--- src/shared/kme_regs.vh ---
// timing and layout constants for the keypad matrix encoder
`ifndef KME_REGS_VH
`define KME_REGS_VH

// system clock rate in hertz
`define KME_CLK_HZ          10000000
// serial rate in baud
`define KME_BAUD            57600
// intervals in their own units
`define KME_DEB_MS          50
`define KME_STABLE_MS       20
`define KME_LEAD_US         50
`define KME_INT_MS          8
`define KME_TYPE_MS         600
`define KME_REP_MS          200
// derived cycle counts (lead rounds up, bit period rounds to nearest)
`define KME_MS_CYC          (`KME_CLK_HZ / 1000)
`define KME_LEAD_CYC        ((`KME_LEAD_US * `KME_CLK_HZ + 999999) / 1000000)
`define KME_BAUD_CYC        ((`KME_CLK_HZ + `KME_BAUD / 2) / `KME_BAUD)
`define KME_INT_CYC         (`KME_INT_MS * `KME_MS_CYC)
// matrix and frame layout
`define KME_ROWS            8
`define KME_CODE_W          6
`define KME_FRAME_BITS      4'hA
`define KME_ROW_LAST        3'h7
`define KME_COL_LAST        3'h7
`define KME_SAMPLE_BACK     24'h00000A
`define KME_FIFO_DEPTH      4
// reset values
`define KME_LINE_IDLE       1'b1
`define KME_CODE_RST        6'h00

`endif

--- src/kme_encoder.v ---
// keypad matrix encoder: scanner, per-key debounce, lockout, typematic, output fifo, serial
//
// Contract
// - after reset, scanning and debouncing of all 64 keys starts by itself.
// - rows driven low one at a time by open drain; columns sensed in turn.
// - a key is accepted only after reading low continuously for about 50 ms.
// - each of the 64 switches has its own debounce counter.
// - a switch counts as stable after 20 ms without bounce, then coded; the code has no 20 ms stage and codes a key once its 50-scan count is reached.
// - first key to finish debounce wins, blocks others, emits one code.
// - each accepted key gives serial code, parallel code and one interrupt pulse.
// - no other codes while winner stays closed; lockout ends on its release.
// - after release, next still-pressed key in scan order gives the next code.
// - codes run 0x00 to 0x3F; row 4 column 3 gives 0x23.
// - interrupt falls about 50 us before the serial start bit.
// - interrupt stays low another 8 ms after the serial frame.
// - key held 600 ms repeats its code every 200 ms until release.
// - serial frame at 57.6 kbaud, one start, eight data, no parity, one stop.
// - only low six data bits carry code, top two zero, LSB first.
// - parallel code is stable before the interrupt pulse falls.
// - parallel code holds after the pulse until the next code.
// - LED drive is on for exactly the interrupt pulse interval.
`timescale 1ns/1ps
`include "kme_regs.vh"

////////////////////////////////////////////////////////////////////////////////
module kme_fifo #(
    parameter WIDTH = `KME_CODE_W,
    parameter DEPTH = `KME_FIFO_DEPTH,
    parameter AW    = 2
) (
    // clock and reset
    input  wire             clk_sys,
    input  wire             reset,
    // fill side
    input  wire             in_valid,
    output wire             in_ready,
    input  wire [WIDTH-1:0] in_data,
    // drain side
    output wire             out_valid,
    input  wire             out_ready,
    output wire [WIDTH-1:0] out_data
);
    reg [WIDTH-1:0] mem_r [0:DEPTH-1];
    reg [AW-1:0]    wr_ptr_r;
    reg [AW-1:0]    rd_ptr_r;
    reg [AW:0]      count_r;
    wire            do_wr;
    wire            do_rd;

    assign in_ready  = (count_r != DEPTH[AW:0]);
    assign out_valid = (count_r != {(AW+1){1'b0}});
    assign out_data  = mem_r[rd_ptr_r];
    assign do_wr     = in_valid & in_ready;
    assign do_rd     = out_valid & out_ready;

    always @(posedge clk_sys) begin
        if (do_wr) begin
            mem_r[wr_ptr_r] <= in_data;
        end
    end

    always @(posedge clk_sys) begin
        if (reset) begin
            wr_ptr_r <= {AW{1'b0}};
            rd_ptr_r <= {AW{1'b0}};
            count_r  <= {(AW+1){1'b0}};
        end else begin
            if (do_wr) begin
                wr_ptr_r <= (wr_ptr_r == DEPTH[AW-1:0] - 1'b1) ? {AW{1'b0}} : wr_ptr_r + 1'b1;
            end
            if (do_rd) begin
                rd_ptr_r <= (rd_ptr_r == DEPTH[AW-1:0] - 1'b1) ? {AW{1'b0}} : rd_ptr_r + 1'b1;
            end
            if (do_wr && !do_rd) begin
                count_r <= count_r + 1'b1;
            end else if (do_rd && !do_wr) begin
                count_r <= count_r - 1'b1;
            end
        end
    end
endmodule // kme_fifo

////////////////////////////////////////////////////////////////////////////////
module kme_encoder #(
    parameter [23:0] MS_CYCLES   = `KME_MS_CYC,
    parameter [23:0] INT_CYCLES  = `KME_INT_CYC,
    parameter [23:0] LEAD_CYCLES = `KME_LEAD_CYC,
    parameter [23:0] BAUD_CYCLES = `KME_BAUD_CYC,
    parameter [5:0]  DEB_SCANS   = `KME_DEB_MS,
    parameter [9:0]  TYPE_MS     = `KME_TYPE_MS,
    parameter [9:0]  REP_MS      = `KME_REP_MS
) (
    // clock and reset
    input  wire                   clk_sys,
    input  wire                   reset,
    // key matrix
    input  wire [7:0]             column_sense_lines,
    output reg  [7:0]             row_drive_lines_o,
    output reg  [7:0]             row_drive_lines_oe,
    // host side
    output reg  [`KME_CODE_W-1:0] key_code_parallel_out,
    output reg                    serial_tx,
    output reg                    key_int_n,
    output reg                    led_on
);
    localparam [4:0] ST_IDLE = 5'h01;
    localparam [4:0] ST_PREP = 5'h02;
    localparam [4:0] ST_LEAD = 5'h04;
    localparam [4:0] ST_SEND = 5'h08;
    localparam [4:0] ST_HOLD = 5'h10;

    // one scan of all rows takes one millisecond
    localparam [23:0] DWELL  = MS_CYCLES >> 3;
    localparam [23:0] SAMPLE = DWELL - `KME_SAMPLE_BACK;

    function [7:0] row_select;
        input [2:0] idx;
        begin
            row_select = 8'h01 << idx;
        end
    endfunction

    ////////////////////////////////////////////////////////////////////////////
    // scanner
    reg  [23:0] dwell_r;
    reg  [2:0]  row_r;
    reg  [7:0]  col_s1_r;
    reg  [7:0]  col_s2_r;
    reg         chk_r;
    reg  [2:0]  col_r;
    wire        sample_now;
    wire        row_end;
    wire        ms_tick;

    assign sample_now = (dwell_r == SAMPLE);
    assign row_end    = (dwell_r == DWELL - 24'h000001);
    assign ms_tick    = row_end & (row_r == `KME_ROW_LAST);

    always @(posedge clk_sys) begin
        col_s1_r <= column_sense_lines;
        col_s2_r <= col_s1_r;
    end

    always @(posedge clk_sys) begin
        if (reset) begin
            dwell_r            <= 24'h000000;
            row_r              <= 3'h0;
            row_drive_lines_o  <= 8'h00;
            row_drive_lines_oe <= row_select(3'h0);
            chk_r              <= 1'b0;
            col_r              <= 3'h0;
        end else begin
            row_drive_lines_o <= 8'h00;
            if (row_end) begin
                dwell_r            <= 24'h000000;
                row_r              <= row_r + 3'h1;
                row_drive_lines_oe <= row_select(row_r + 3'h1);
            end else begin
                dwell_r <= dwell_r + 24'h000001;
            end
            if (sample_now) begin
                chk_r <= 1'b1;
                col_r <= 3'h0;
            end else if (chk_r) begin
                col_r <= col_r + 3'h1;
                if (col_r == `KME_COL_LAST) begin
                    chk_r <= 1'b0;
                end
            end
        end
    end

    ////////////////////////////////////////////////////////////////////////////
    // per-key debounce: counts scans read closed, cleared on any open reading
    reg  [5:0] deb_r [0:63];
    genvar g;
    generate
        for (g = 0; g < 64; g = g + 1) begin : g_deb
            always @(posedge clk_sys) begin
                if (reset) begin
                    deb_r[g] <= 6'h00;
                end else if (sample_now && (row_r == g / `KME_ROWS)) begin
                    if (col_s2_r[g % `KME_ROWS]) begin
                        deb_r[g] <= 6'h00;
                    end else if (deb_r[g] != DEB_SCANS) begin
                        deb_r[g] <= deb_r[g] + 6'h01;
                    end
                end
            end
        end
    endgenerate

    ////////////////////////////////////////////////////////////////////////////
    // lockout and typematic
    wire [5:0] cur_key;
    wire       cur_pressed;
    reg        lock_v_r;
    reg  [5:0] lock_key_r;
    reg  [9:0] rep_cnt_r;
    reg        rep_first_r;
    reg        rep_pend_r;
    wire       fifo_in_ready;
    wire       new_push;
    wire       rep_push;
    wire       push;
    wire [5:0] push_data;
    wire [9:0] rep_limit;

    assign cur_key     = {row_r, col_r};
    assign cur_pressed = (deb_r[cur_key] == DEB_SCANS);
    assign new_push    = chk_r & ~lock_v_r & cur_pressed & fifo_in_ready;
    assign rep_push    = lock_v_r & rep_pend_r & fifo_in_ready;
    assign push        = new_push | rep_push;
    assign push_data   = lock_v_r ? lock_key_r : cur_key;
    assign rep_limit   = rep_first_r ? TYPE_MS : REP_MS;

    always @(posedge clk_sys) begin
        if (reset) begin
            lock_v_r    <= 1'b0;
            lock_key_r  <= 6'h00;
            rep_cnt_r   <= 10'h000;
            rep_first_r <= 1'b1;
            rep_pend_r  <= 1'b0;
        end else if (new_push) begin
            lock_v_r    <= 1'b1;
            lock_key_r  <= cur_key;
            rep_cnt_r   <= 10'h000;
            rep_first_r <= 1'b1;
            rep_pend_r  <= 1'b0;
        end else if (lock_v_r && chk_r && (cur_key == lock_key_r) && !cur_pressed) begin
            lock_v_r   <= 1'b0;
            rep_pend_r <= 1'b0;
        end else if (lock_v_r) begin
            if (rep_push) begin
                rep_pend_r <= 1'b0;
            end
            if (ms_tick) begin
                if (rep_cnt_r == rep_limit - 10'h001) begin
                    rep_cnt_r   <= 10'h000;
                    rep_first_r <= 1'b0;
                    rep_pend_r  <= 1'b1;
                end else begin
                    rep_cnt_r <= rep_cnt_r + 10'h001;
                end
            end
        end
    end

    ////////////////////////////////////////////////////////////////////////////
    // output queue
    wire       q_valid;
    wire [5:0] q_data;
    reg  [4:0] state_r;

    kme_fifo #(
        .WIDTH (`KME_CODE_W),
        .DEPTH (`KME_FIFO_DEPTH),
        .AW    (2)
    ) u_fifo (
        .clk_sys   (clk_sys),
        .reset     (reset),
        .in_valid  (push),
        .in_ready  (fifo_in_ready),
        .in_data   (push_data),
        .out_valid (q_valid),
        .out_ready (state_r == ST_IDLE),
        .out_data  (q_data)
    );

    ////////////////////////////////////////////////////////////////////////////
    // announce, serial frame, hold
    reg [23:0] timer_r;
    reg [9:0]  shift_r;
    reg [3:0]  bit_r;

    always @(posedge clk_sys) begin
        if (reset) begin
            state_r               <= ST_IDLE;
            timer_r               <= 24'h000000;
            shift_r               <= 10'h3FF;
            bit_r                 <= 4'h0;
            serial_tx             <= `KME_LINE_IDLE;
            key_int_n             <= `KME_LINE_IDLE;
            led_on                <= 1'b0;
            key_code_parallel_out <= `KME_CODE_RST;
        end else begin
            case (state_r)
                ST_IDLE: begin
                    if (q_valid) begin
                        key_code_parallel_out <= q_data;
                        shift_r <= {1'b1, 2'b00, q_data, 1'b0};
                        state_r <= ST_PREP;
                    end
                end
                ST_PREP: begin
                    key_int_n <= 1'b0;
                    led_on    <= 1'b1;
                    timer_r   <= 24'h000000;
                    state_r   <= ST_LEAD;
                end
                ST_LEAD: begin
                    if (timer_r == LEAD_CYCLES - 24'h000001) begin
                        timer_r   <= 24'h000000;
                        serial_tx <= shift_r[0];
                        shift_r   <= {1'b1, shift_r[9:1]};
                        bit_r     <= 4'h1;
                        state_r   <= ST_SEND;
                    end else begin
                        timer_r <= timer_r + 24'h000001;
                    end
                end
                ST_SEND: begin
                    if (timer_r == BAUD_CYCLES - 24'h000001) begin
                        timer_r <= 24'h000000;
                        if (bit_r == `KME_FRAME_BITS) begin
                            state_r <= ST_HOLD;
                        end else begin
                            serial_tx <= shift_r[0];
                            shift_r   <= {1'b1, shift_r[9:1]};
                            bit_r     <= bit_r + 4'h1;
                        end
                    end else begin
                        timer_r <= timer_r + 24'h000001;
                    end
                end
                ST_HOLD: begin
                    if (timer_r == INT_CYCLES - 24'h000001) begin
                        key_int_n <= `KME_LINE_IDLE;
                        led_on    <= 1'b0;
                        state_r   <= ST_IDLE;
                    end else begin
                        timer_r <= timer_r + 24'h000001;
                    end
                end
                default: begin
                    state_r <= ST_IDLE;
                end
            endcase
        end
    end
endmodule // kme_encoder
--- config.mk ---
export PLATFORM = sky130hd
export DESIGN_NAME = kme_encoder
export DESIGN_NICKNAME = d
export VERILOG_FILES = /design/src/kme_encoder.v
export VERILOG_INCLUDE_DIRS = /design/src /design/src/shared
export SDC_FILE = /design/constraint.sdc
export NUM_CORES = 1
export LEC_CHECK = 0
export BUFFER_PORTS_ARGS = -buffer_cell sky130_fd_sc_hd__buf_4
export CAP_MARGIN = 30
export CORE_ASPECT_RATIO = 0.8
export CORE_UTILIZATION = 40
export CTS_CLUSTER_DIAMETER = 80
export CTS_CLUSTER_SIZE = 10
export DETAILED_ROUTE_END_ITERATION = 6
export PLACE_DENSITY = 0.58
export SYNTH_ARGS = -nofsm -noshare
export SYNTH_HDL_FRONTEND = slang
export SYNTH_HIERARCHICAL = 1
export SYNTH_SLANG_ARGS = --single-unit
--- constraint.sdc ---
create_clock -name clk_sys -period 4.25 [get_ports clk_sys]
set_input_delay 0.85 -clock clk_sys [delete_from_list [all_inputs] [get_ports clk_sys]]
set_output_delay 0.85 -clock clk_sys [all_outputs]
set_load 0.03 [all_outputs]
==> summary.txt, run 1 <==
Drt
  • Total number of vias: roughly 21000
  • Residual DRC count: 0
  • Initial DRC Count: roughly 1800
  • Avg Vias per Cell: about 5.5
  • Pre-antenna DRT Iters: 7
  • WL/cell: about 18 um
  • Post-route antenna net violation count: 0
  • Routed WL: slightly above 70 mm

Place
  • GP Congestion: between 0.8 and 0.9
  • HPWL after DPL: ~51 mm
  • Post-DP Area: about 31000 um2
  • Number of buffers added on ports: 26
  • Placed Cells: 3766

Worst setup path
  • WP data arrival: about 4.6 ns
  • Crit Path Category: reg2reg
  • Worst stage delay on the critical path: between 0.5 and 0.6 ns
  • Worst EP required: approximately 4.8 ns
  • Worst Reg-to-Reg Cells: 15
  • CP max-delay cell: or4_1
  • Critical Path Start Type: register
  • Worst setup EP type: register
  • Crit-path cells: buf_8 -> nor3b_1 -> a311oi_1 -> or4_1 -> a211oi_1 -> o311ai_2 -> o211a_2 -> o21ai_1 -> and2_4 -> ha_1 -> inv_1 -> fa_1 -> xor2_1 -> or3_2 -> a21oi_1
  • Crit path max fanout: 17

Final layout
  • Final core utilization: between 40 and 50%
  • Final net count: just over 3000
  • Fillcell total: around 6600
  • Design Area, Final: about 32000 um2
  • Share of cells above drive strength 1: 7.94%
  • Diode count: 0
  • Area Growth Syn to Fin: 11.0%
  • Non-Filler Instances: about 3900

GRT
  • Largest net degree at the start of global routing: 39
  • First-pass GRT wire length: 113 mm
  • Number of global-route vias before repair: about 20000
  • Initial antenna violation count: 0
  • Total grt overflow: 0
  • Tot GR Track Use: between 10% and 20%

Clock tree
  • Clock sink count: about 540
  • Clk root buf: clkbuf_16
  • CTS tree: yes
  • Clock buffer depth: 3
  • TritonCTS Buffers: 60
  • Clock transition at the registers of the reported paths: about 0.060 ns
  • H-tree Lvls: 2
  • Clk Latency, worst-skew pair: roughly 0.66 ns

Min path
  • Hold Path Stages: 1
  • Worst hold path type: in2reg

Yosys
  • Most common cell in the netlist: nor2_1
  • Sequential fraction of the synthesis area: slightly above 50%
  • Top cells by count, synth: nor2_1, edfxtp_1, nand3_1
  • Post-synth top area share: between 40% and 50%
  • Ys flop type: edfxtp_1
  • Syn avg cell area: 10.4 um2
  • FFs w/ async S/R, synth: 0%
  • #FFs+latches synth: ~540
  • Warnings from Yosys: 6
  • Cell taking the most area after synthesis: edfxtp_1
  • Area of the mapped netlist: 29200 um2
  • Syn Inst Count: about 2800
  • Area contributors post-synth: edfxtp_1, dfxtp_1, nor2_1
  • EDFF count, synth: 408
  • Cell variety after synth: just under 90

Die
  • Die H: ~240 um
  • Area of the die: roughly 74000 um2
  • Die Wd: just over 300 um
  • # IOs: 35
  • Row count: 88
  • Core ar.: around 72000 um2
  • Initial Util: 40.5%

Power and ir drop
  • Max rail drop VDD: about 350 uV
  • Pwr Total: 11900 uW
  • Leakage power: ~0.012 uW
  • PwrDens: between 300 and 400 nW/um2

STA
  • Period utilization: between 90% and 100%
  • Min Tclk post-route: between 4 and 5 ns
  • Slew HR: 39.6%
  • Max Freq: 247 MHz
  • Final setup violation count: 0
  • Worst hold slack: 0.294 ns
  • Fin. Hold Viols: 0
  • Clock Skew: around 0.04 ns
  • Worst-margin pin slew: just over 0.9 ns
  • Final Max Tran Viols: 0

Outcome
  • Status: complete, no violations

Run
  • Max cap viols: 0
[what timing repair did]
item | 4_1_cts | 5_1_grt
endpoints found under the hold margin | 0 | 0
hold buffers | 0 | 0
setup endpoints to repair | 0 | 1
resized for setup | 0 | 6
buffers inserted | 0 | 1
[per-layer routing]
| layer | wire length (um) | track usage, % | share of wire, % |
|---|---|---|---|
| met4 | 1730 | 5.79 | 2.5 |
| met1 | 33200 | 27.7 | 47 |
| met3 | 5380 | 3.93 | 7.6 |
| met5 | 0 | 0 | 0 |
| met2 | 30100 | 28.2 | 43 |
[placed cells by master (no fill, tap or decap), types with 14 or more instances in the layout]
cell type,Yosys,layout
nand4_1,16,16
o21ai_0,38,37
clkbuf_16,0,60
a31oi_1,29,29
buf_4,12,86
dfxtp_1,134,131
edfxtp_1,408,408
nand3b_1,32,32
or3_1,17,17
ha_1,151,151
nand4b_1,14,14
mux4_2,20,20
nand2_1,161,161
xor2_1,158,158
clkbuf_1,55,36
nor3_1,40,40
mux2i_1,32,32
and3_1,63,63
nor3b_1,28,28
nand2b_1,15,15
nor2_1,576,574
nand3_1,243,243
xnor2_1,145,145
inv_1,89,89
nor4_1,17,16
a21oi_1,85,85
[cell families after synthesis]
| logic type | share of synthesized area [%] |
|---|---|
| AOI/OAI and AO/OA | 6.37 |
| xor gates and xnor gates | 9.09 |
| adders and majority gates | 6.54 |
| buffers and inverters | 2.81 |
| DFF | 51.1 |
| muxes | 2.83 |
| other | 0.0128 |
| and+or+nand+nor | 21.2 |
[metrics by stage]
| step | setup slack (ns) | TNS [ns] |
|---|---|---|
| 5_1_grt | -0.0117 | -0.0117 |
| 4_1_cts | 0.0692 | 0 |
| 3_5_place_dp | 0.0956 | 0 |
| 3_3_place_gp | 0.163 | 0 |
| 2_1_floorplan | 0.241 | 0 |
| 6_report | 0.202 | 0 |
[path summary, 6_finish.rpt]
check	from	to	slack, ns
max	col_r[1]	u_fifo/count_r[2]	0.20
min	column_sense_lines[2]	col_s1_r[2]	0.29
max reg2reg	col_r[1]	u_fifo/count_r[2]	0.20
min reg2reg	col_s1_r[0]	col_s2_r[0]	0.33
[area by class of cell]
cell class | count | area [um2] | share of cell area (%)
flip-flops and latches | 542 | 14900 | 46.1
multi-input cells | 2096 | 13500 | 41.7
clock buffers | 96 | 1640 | 5.05
well taps | 945 | 1180 | 3.65
repair buffers | 93 | 758 | 2.34
inverters | 91 | 342 | 1.05
clock inverters | 3 | 58.8 | 0.181
[critical path: cells and delay by family (launching register included)]
| family | cells | cell delay, ns |
|---|---|---|
| AO/OA/AOI/OAI | 6 | 1.19 |
| XOR/XNOR | 1 | 0.16 |
| adder cells (fa/ha/maj) | 2 | 0.61 |
| buffers and inverters | 2 | 0.27 |
| flip-flops | 1 | 0.44 |
| AND/OR/NAND/NOR | 4 | 1.31 |
[report_power, final]
part / switching [uW] / internal, uW / total, uW / leakage [uW]
Sequential: 249 / 5910 / 6160 / 0.00530
Clock: 2100 / 2610 / 4710 / 0.000808
Combinational: 657 / 414 / 1070 / 0.00541
[sequential cells by signal (all words and copies together), names as in the netlist, 4 cells and up, named ones only]
signal / flops
rep_cnt_r: 10
bit_r: 4
deb_r: 384
state_r: 5
dwell_r: 24
timer_r: 24
shift_r: 9
key_code_parallel_out: 6
col_s1_r: 8
lock_key_r: 6
col_s2_r: 8
row_drive_lines_oe: 8
u_fifo/mem_r: 24
(Power assumes the default switching activity.)
==> run 2, diff against run 1 <==
ABC_AREA = 1   (was not set)
PLACE_DENSITY = 0.56   (was 0.58)
clock period = 5.2 ns   (was 4.25 ns; I/O delays follow)
==> run 2 against run 1 <==
Net effect:
- final area increased by 2.9%
- die area rose by 4.1%
- combinational power is 6% lower
- global-route usage increased by 0.74 points
- critical path depth rose by 10
- cell count is 20% higher
- first-iteration DRC count rose by 2.7%
- sequential cell count is the same
- wire length increased by 7.9%
- clock power is 15% lower
- clock skew down 0.014 ns
- critical path type unchanged
- largest power group unchanged
- highest routed layer unchanged
==> summary.txt, run 2 <==
Drt
  • Met2 wire len: 32.1 mm (+6.5%)
  • Met3 wire len: 3.99 mm (-26%)
  • Avg Vias per Cell: 5.17 (-5.6%)
  • Met1 Wirelength: 38.6 mm (+16%)
  • WL/cell: 16.4 um (-9.9%)
  • Pre-antenna DRT Iters: 5 (-2)
  • Routed WL: 76.0 mm (+7.9%)
  • Highest routed layer: met4
  • Post-route antenna net violation count: 0 (unchanged)
  • Residual DRC count: 0 (unchanged)
  • Total number of vias: 23924 (+13%)
  • Initial DRC Count: 1867 (+2.7%)

STA
  • Min Tclk post-route: 4.19 ns (+0.143 ns)
  • Final Max Tran Viols: 0 (unchanged)
  • Worst-margin pin slew: 0.991 ns (+0.0857 ns)
  • Fin. Hold Viols: 0 (unchanged)
  • Setup TNS: 0 ns (unchanged)
  • Period utilization: 80.6% (-15 points)
  • Max Freq: 239 MHz (-3.4%)
  • RSZ-0062 raised after global routing: no
  • Clock Skew: 0.0274 ns (-0.0138 ns)
  • Slew HR: 33.7% (-6.0 points)
  • Final setup violation count: 0 (unchanged)

Power and ir drop
  • Leakage power: 0.0128 uW (+11%)
  • Seq pwr share: 50.3% (-1.3 points)
  • Internal: 7380 uW (-17%)
  • PwrDens: 301 nW/um2 (-18%)
  • Sw Share: 26.6% (+1.4 points)
  • Switching pwr: 2680 uW (-11%)
  • Power share of the clock group: 39.6% (about the same)
  • Comb pwr share: 10.1% (+1.1 points)
  • Max rail drop VDD: 237 uV (-32%)

Yosys
  • Area contributors post-synth: edfxtp_1, nor2_1, dfxtp_1
  • Cell variety after synth: 52 (-40%)
  • Top cells by count, synth: nor2_1, nand2_1, edfxtp_1
  • Syn Inst Count: 3543 (+26%)
  • Cell taking the most area after synthesis: edfxtp_1
  • Most common cell in the netlist: nor2_1
  • Post-synth top area share: 40.3% (-1.7 points)
  • FFs w/ async S/R, synth: 0% (unchanged)
  • #FFs+latches synth: 542 (unchanged)
  • Sequential fraction of the synthesis area: 49.1% (-2.0 points)
  • Ys flop type: edfxtp_1
  • Warnings from Yosys: 6 (unchanged)
  • Syn avg cell area: 8.58 um2 (-17%)
  • Area of the mapped netlist: 30400 um2 (+4.1%)
  • EDFF count, synth: 408 (unchanged)

Clock tree
  • Clk root buf: clkbuf_16
  • Clock sink count: 542 (unchanged)
  • Clock buffer depth: 3 (unchanged)
  • Post-CTS Setup Bufs: 0 (unchanged)
  • Clock transition at the registers of the reported paths: 0.06 ns (about the same)
  • Clk Latency, worst-skew pair: 0.64 ns (-0.02 ns)
  • H-tree Lvls: 2 (unchanged)
  • Post-cts hold buffer count: 0 (unchanged)
  • Resized cells post-CTS: 0 (unchanged)
  • CTS tree: yes
  • TritonCTS Buffers: 60 (unchanged)

Die
  • Die H: 249 um (+2.0%)
  • Die Wd: 310 um (+2.0%)
  • # IOs: 35 (unchanged)
  • Area of the die: 77100 um2 (+4.1%)
  • Initial Util: 40.4% (-0.13 points)
  • Core ar.: 75300 um2 (+4.5%)
  • Row count: 90 (+2.3%)

Final layout
  • Commonest non-fill, non-tap cell in the layout: nor2_1
  • Final net count: 3733 (+23%)
  • Diode count: 0 (unchanged)
  • Largest Register: deb_r
  • Max reg flops: 384 (unchanged)
  • Most frequent cells in the layout: nor2_1, nand2_1, edfxtp_1, nand3_1, inv_1
  • Final core utilization: 44.3% (-0.66 points)
  • Share of cells above drive strength 1: 4.84% (-3.1 points)
  • Area Growth Syn to Fin: 9.76%

GRT
  • Tot GR Track Use: 19.7% (+0.74 points)
  • Initial antenna violation count: 1 (+1)
  • First-pass GRT wire length: 123 mm (+8.3%)
  • Largest net degree at the start of global routing: 71 (+82%)
  • Number of global-route vias before repair: 22291 (+8.1%)
  • Total grt overflow: 0 (unchanged)

Place
  • GP Congestion: 0.823 (-4.9%)
  • HPWL after DPL: 52.2 mm (+2.3%)
  • Number of buffers added on ports: 26 (unchanged)

Worst setup path
  • Worst setup EP type: register
  • Critical Path Start Type: register
  • Crit path max fanout: 70 (+53)
  • Reg2reg setup slack: 1.01 ns (+0.81 ns)
  • Crit Path Category: reg2reg
  • WP data arrival: 4.72 ns (+0.09 ns)
  • Worst EP required: 5.73 ns (+0.90 ns)

Min path
  • Worst hold path type: reg2reg

Run
  • Max cap viols: 0 (unchanged)

Outcome
  • Status: complete, no violations
-- run 2: changes by cell type after synthesis, moves of 32 or more --
cell     before  now
nand4_1      16  112
and3_1       63    2
nor3_1       40  101
nor2_1      576  718
nand3_1     243  387
xor2_1      158  103
o21ai_0      38   77
inv_1        89  324
xnor2_1     145   52
a21oi_1      85  140
mux2i_1      32    0
nor3b_1      28   80
nand2_1     161  524
-- run 2: area by class of cell --
| class | instances | area, um2 |
|---|---|---|
| inverter | 333 | 1250 |
| clock buffer | 108 | 1720 |
| timing repair buffer | 58 | 452 |
| sequential | 542 | 14900 |
| multi-input combinational | 2576 | 13700 |
| tap | 1012 | 1270 |
| clock inverter | 2 | 25.0 |
| fill | 7401 | 42000 |
-- run 2: layer usage --
| layer | global-route usage (%) | up-vias |
|---|---|---|
| met5 | 0 | - |
| met4 | 4.17 | 0 |
| met3 | 2.40 | 84 |
| met2 | 29.1 | 521 |
| met1 | 30.6 | 11262 |
| li1 | - | 12057 |
-- run 2: through the flow --
step | instance area [um2] | setup slack, ns | cells | power [uW] | hold slack, ns
3_3_place_gp | 31600 | 1.13 | 4520 | 6170 | 0.311
5_1_grt | 33400 | 0.588 | 4631 | 10500 | 0.333
4_1_cts | 33400 | 1.00 | 4631 | 10200 | 0.326
2_1_floorplan | 30400 | 2.30 | 3550 | 5880 | 0.310
6_report | 33400 | 1.01 | 4631 | 10100 | 0.326
3_5_place_dp | 31600 | 1.03 | 4521 | 6170 | 0.312
-- run 2: path summary, 6_finish.rpt --
check / cells past startpoint / start / end
max reg2reg: 25 / col_r[0] / u_fifo/count_r[2]
max: 25 / col_r[0] / u_fifo/count_r[2]
min: 0 / col_s1_r[2] / col_s2_r[2]
min reg2reg: 0 / col_s1_r[2] / col_s2_r[2]
-- run 2: kinds of logic after synthesis --
group                      Yosys count  synth area share [%]
and+or+nand+nor                   1995                  29.5
DFF                                542                  49.1
buffers and inverters              432                  5.90
AOI/OAI and AO/OA                  266                  4.78
xor gates and xnor gates           155                  4.46
adders and majority gates          152                  6.28
other                                1                0.0123
-- run 2: worst max-delay path, stage by stage, from the launching register on --
cell and delay (ns):
dfxtp_4 0.48, inv_4 0.63, buf_12 0.30, nand2_1 0.09
nand3_1 0.07, nand3_1 0.09, nand3_1 0.08, nand2_1 0.05
nor2_1 0.10, nand3_1 0.11, nand2_1 0.14, nand2_1 0.12
nand2_2 0.16, nand2_1 0.22, nand2_1 0.21, nand2_4 0.10
inv_1 0.07, ha_1 0.16, inv_1 0.07, fa_1 0.43
inv_1 0.06, nand2_1 0.06, nand3_1 0.07, nand2_1 0.05
inv_1 0.05, nor2_1 0.03
-- run 2: power groups by stage --
stage	Combinational (uW)	Sequential (uW)	Clock, uW
6_report	1010	5060	3990
5_1_grt	1160	5090	4250
4_1_cts	1020	5060	4120
3_5_place_dp	1020	5150	0
3_3_place_gp	1020	5150	0
2_1_floorplan	767	5110	0
==> run 3, diff against run 2 <==
PLACE_DENSITY = 0.58   (was 0.56)
clock period = 3.6 ns   (was 5.2 ns; I/O delays follow)
==> run 3 against run 2 <==
Net effect:
- sequential share of layout area is 0.76 points lower
- hold slack worse by 0.14 ns
- cell count is 0.97% higher
- worst setup slack worse by 0.71 ns
- fmax is 27% higher
- critical endpoint unchanged
- highest routed layer unchanged
==> summary.txt, run 3 (synthesis gave the netlist of run 2 again) <==
Worst setup path
  • Worst setup EP type: register
  • Critical path capture point: u_fifo/count_r[2]
  • CP Depth: 24 (-4.0%)
  • Worst Reg-to-Reg Cells: 24 (-4.0%)
  • Crit path launch: col_r[0]
  • Critical Path Start Type: register
  • Reg2reg start: col_r[0]
  • WP data arrival: 3.86 ns (-0.86 ns)
  • Reg2reg setup slack: 0.30 ns (-0.71 ns)
  • Crit Path Category: reg2reg
  • Crit path max fanout: 22 (-69%)
  • Worst EP required: 4.16 ns (-1.57 ns)
  • Reg2reg end: u_fifo/count_r[2]
  • Worst stage delay on the critical path: 0.43 ns (-0.20 ns)
  • Crit-path cells: buf_4 -> clkbuf_16 -> or2_2 -> nand3_1 -> nand3_1 -> nand3_1 -> nand2_1 -> nor2_1 -> nand3_1 -> nand2_2 -> nand2_1 -> nand2_2 -> nand2_1 -> nand2_2 -> nand2_4 -> inv_1 -> ha_1 -> inv_1 -> fa_1 -> nand2_1 -> nand3_1 -> nand2_1 -> inv_1 -> nor2_1
  • Number of buffers and inverters on the critical path: 5 (-1)
  • CP max-delay cell: fa_1
  • CP top delay family: simple AND/OR/NAND/NOR gates

Power and ir drop
  • Power share of the clock group: 39.9% (+0.3 points)
  • Leakage power: 0.0131 uW (+2.4%)
  • PwrDens: 432 nW/um2 (+43%)
  • Seq pwr share: 49.9% (-0.4 points)
  • Max rail drop VDD: 327 uV (+38%)
  • Internal: 10800 uW (+46%)
  • Switching pwr: 3860 uW (+44%)
  • Sw Share: 26.3% (-0.27 points)
  • Comb pwr share: 10.2% (about the same)
  • Pwr Total: 14700 uW (+46%)

STA
  • RSZ-0062 raised after global routing: no
  • Setup TNS: 0 ns (unchanged)
  • Worst-margin pin slew: 0.984 ns (-0.00741 ns)
  • Min Tclk post-route: 3.30 ns (-0.887 ns)
  • Final Max Tran Viols: 0 (unchanged)
  • Final setup violation count: 0 (unchanged)
  • Period utilization: 91.8% (+11 points)
  • Worst hold slack: 0.182 ns (-0.144 ns)
  • Clock Skew: 0.0238 ns (-0.00359 ns)
  • Slew HR: 34.2% (+0.50 points)
  • Max Freq: 303 MHz (+27%)
  • Fin. Hold Viols: 0 (unchanged)
  • Final worst slack: 0.295 ns (-0.713 ns)

Clock tree
  • TritonCTS Buffers: 61 (+1.7%)
  • CTS tree: yes
  • Clock transition at the registers of the reported paths: 0.06 ns (about the same)
  • Clk root buf: clkbuf_16
  • Clock sink count: 542 (unchanged)
  • Clock buffer depth: 3 (unchanged)
  • Post-cts hold buffer count: 0 (unchanged)
  • H-tree Lvls: 2 (unchanged)
  • Clk Latency, worst-skew pair: 0.64 ns (about the same)

GRT
  • First-pass GRT wire length: 122 mm (-0.82%)
  • Largest net degree at the start of global routing: 80 (+13%)
  • Tot GR Track Use: 19.7% (-0.083 points)
  • Total grt overflow: 0 (unchanged)
  • Initial antenna violation count: 0 (-1)
  • Number of global-route vias before repair: 22148 (-0.64%)

Outcome
  • Status: complete, no violations

Final layout
  • Max reg flops: 384 (unchanged)
  • Area Growth Syn to Fin: 11.7%
  • Largest Register: deb_r
  • Diode count: 0 (unchanged)
  • Commonest non-fill, non-tap cell in the layout: nor2_1
  • Fillcell total: 7327 (-1.0%)
  • Share of cells above drive strength 1: 6.17% (+1.3 points)
  • Final net count: 3778 (+1.2%)
  • Most frequent cells in the layout: nor2_1, nand2_1, edfxtp_1, nand3_1, inv_1

Drt
  • Avg Vias per Cell: 5.18 (+0.31%)
  • Post-route antenna net violation count: 0 (unchanged)
  • Residual DRC count: 0 (unchanged)
  • Total number of vias: 24232 (+1.3%)
  • WL/cell: 16.5 um (+0.65%)
  • Pre-antenna DRT Iters: 6 (+1)
  • Routed WL: 77.2 mm (+1.6%)
  • Initial DRC Count: 2176 (+17%)

Die
  • Die Wd: 310 um (unchanged)
  • Initial Util: 40.4% (unchanged)
  • # IOs: 35 (unchanged)
  • Area of the die: 77100 um2 (unchanged)
  • Die H: 249 um (unchanged)
  • Row count: 90 (unchanged)
  • Core ar.: 75300 um2 (unchanged)

Min path
  • Worst hold path type: in2reg

Place
  • HPWL after DPL: 52.4 mm (+0.46%)
  • GP Congestion: 0.860 (+4.5%)
  • DP Worst Slack: 0.279 ns (-0.753 ns)
  • Number of buffers added on ports: 26 (unchanged)

Run
  • Max cap viols: 0 (unchanged)
run 3: cell type report:
cell class	instances	area, um2	share of cell area [%]
multi-input combinational	2576	13700	40.4
clock buffer	107	1740	5.13
timing repair buffer	102	962	2.83
clock inverter	4	56.3	0.166
sequential	542	14900	44.0
inverter	333	1260	3.72
tap	1012	1270	3.73
run 3: worst min path at each step:
stage | from | to | slack, ns | cells after the start
final | column_sense_lines[3] | col_s1_r[3] | 0.18 | 1
after global routing | column_sense_lines[2] | col_s1_r[2] | 0.16 | 1
after CTS | column_sense_lines[5] | col_s1_r[5] | 0.14 | 1
after detailed placement | col_s1_r[0] | col_s2_r[0] | 0.31 | 0
after global placement | col_s1_r[1] | col_s2_r[1] | 0.31 | 0
after floorplan | col_s1_r[0] | col_s2_r[0] | 0.31 | 0
run 3: repair_timing:
item | in CTS | in global routing
gates resized for setup | 0 | 8
setup endpoints to repair | 0 | 1
buffers inserted | 0 | 2
run 3: power groups by stage:
stage / registers, uW / logic [uW] / clock network [uW]
floorplan: 7380 / 1110 / 0
global placement: 7440 / 1500 / 0
detailed placement: 7440 / 1500 / 0
CTS: 7310 / 1500 / 6040
global route: 7360 / 1710 / 6280
finish: 7310 / 1490 / 5850
run 3: layer usage:
metal / global-route usage, % / wire length [um]
met5: 0 / 0
met4: 6.19 / 2000
met3: 2.82 / 4930
met2: 27.9 / 32000
met1: 30.4 / 38200
run 3: metrics by stage:
| step | utilization, % | instance area, um2 | instances |
|---|---|---|---|
| after detailed placement | 42.5 | 32000 | 4560 |
| after floorplan | - | 30400 | 3550 |
| after global placement | 42.5 | 32000 | 4560 |
| after CTS | 44.9 | 33800 | 4671 |
| after global routing | 45.1 | 34000 | 4676 |
| final | 45.1 | 34000 | 4676 |
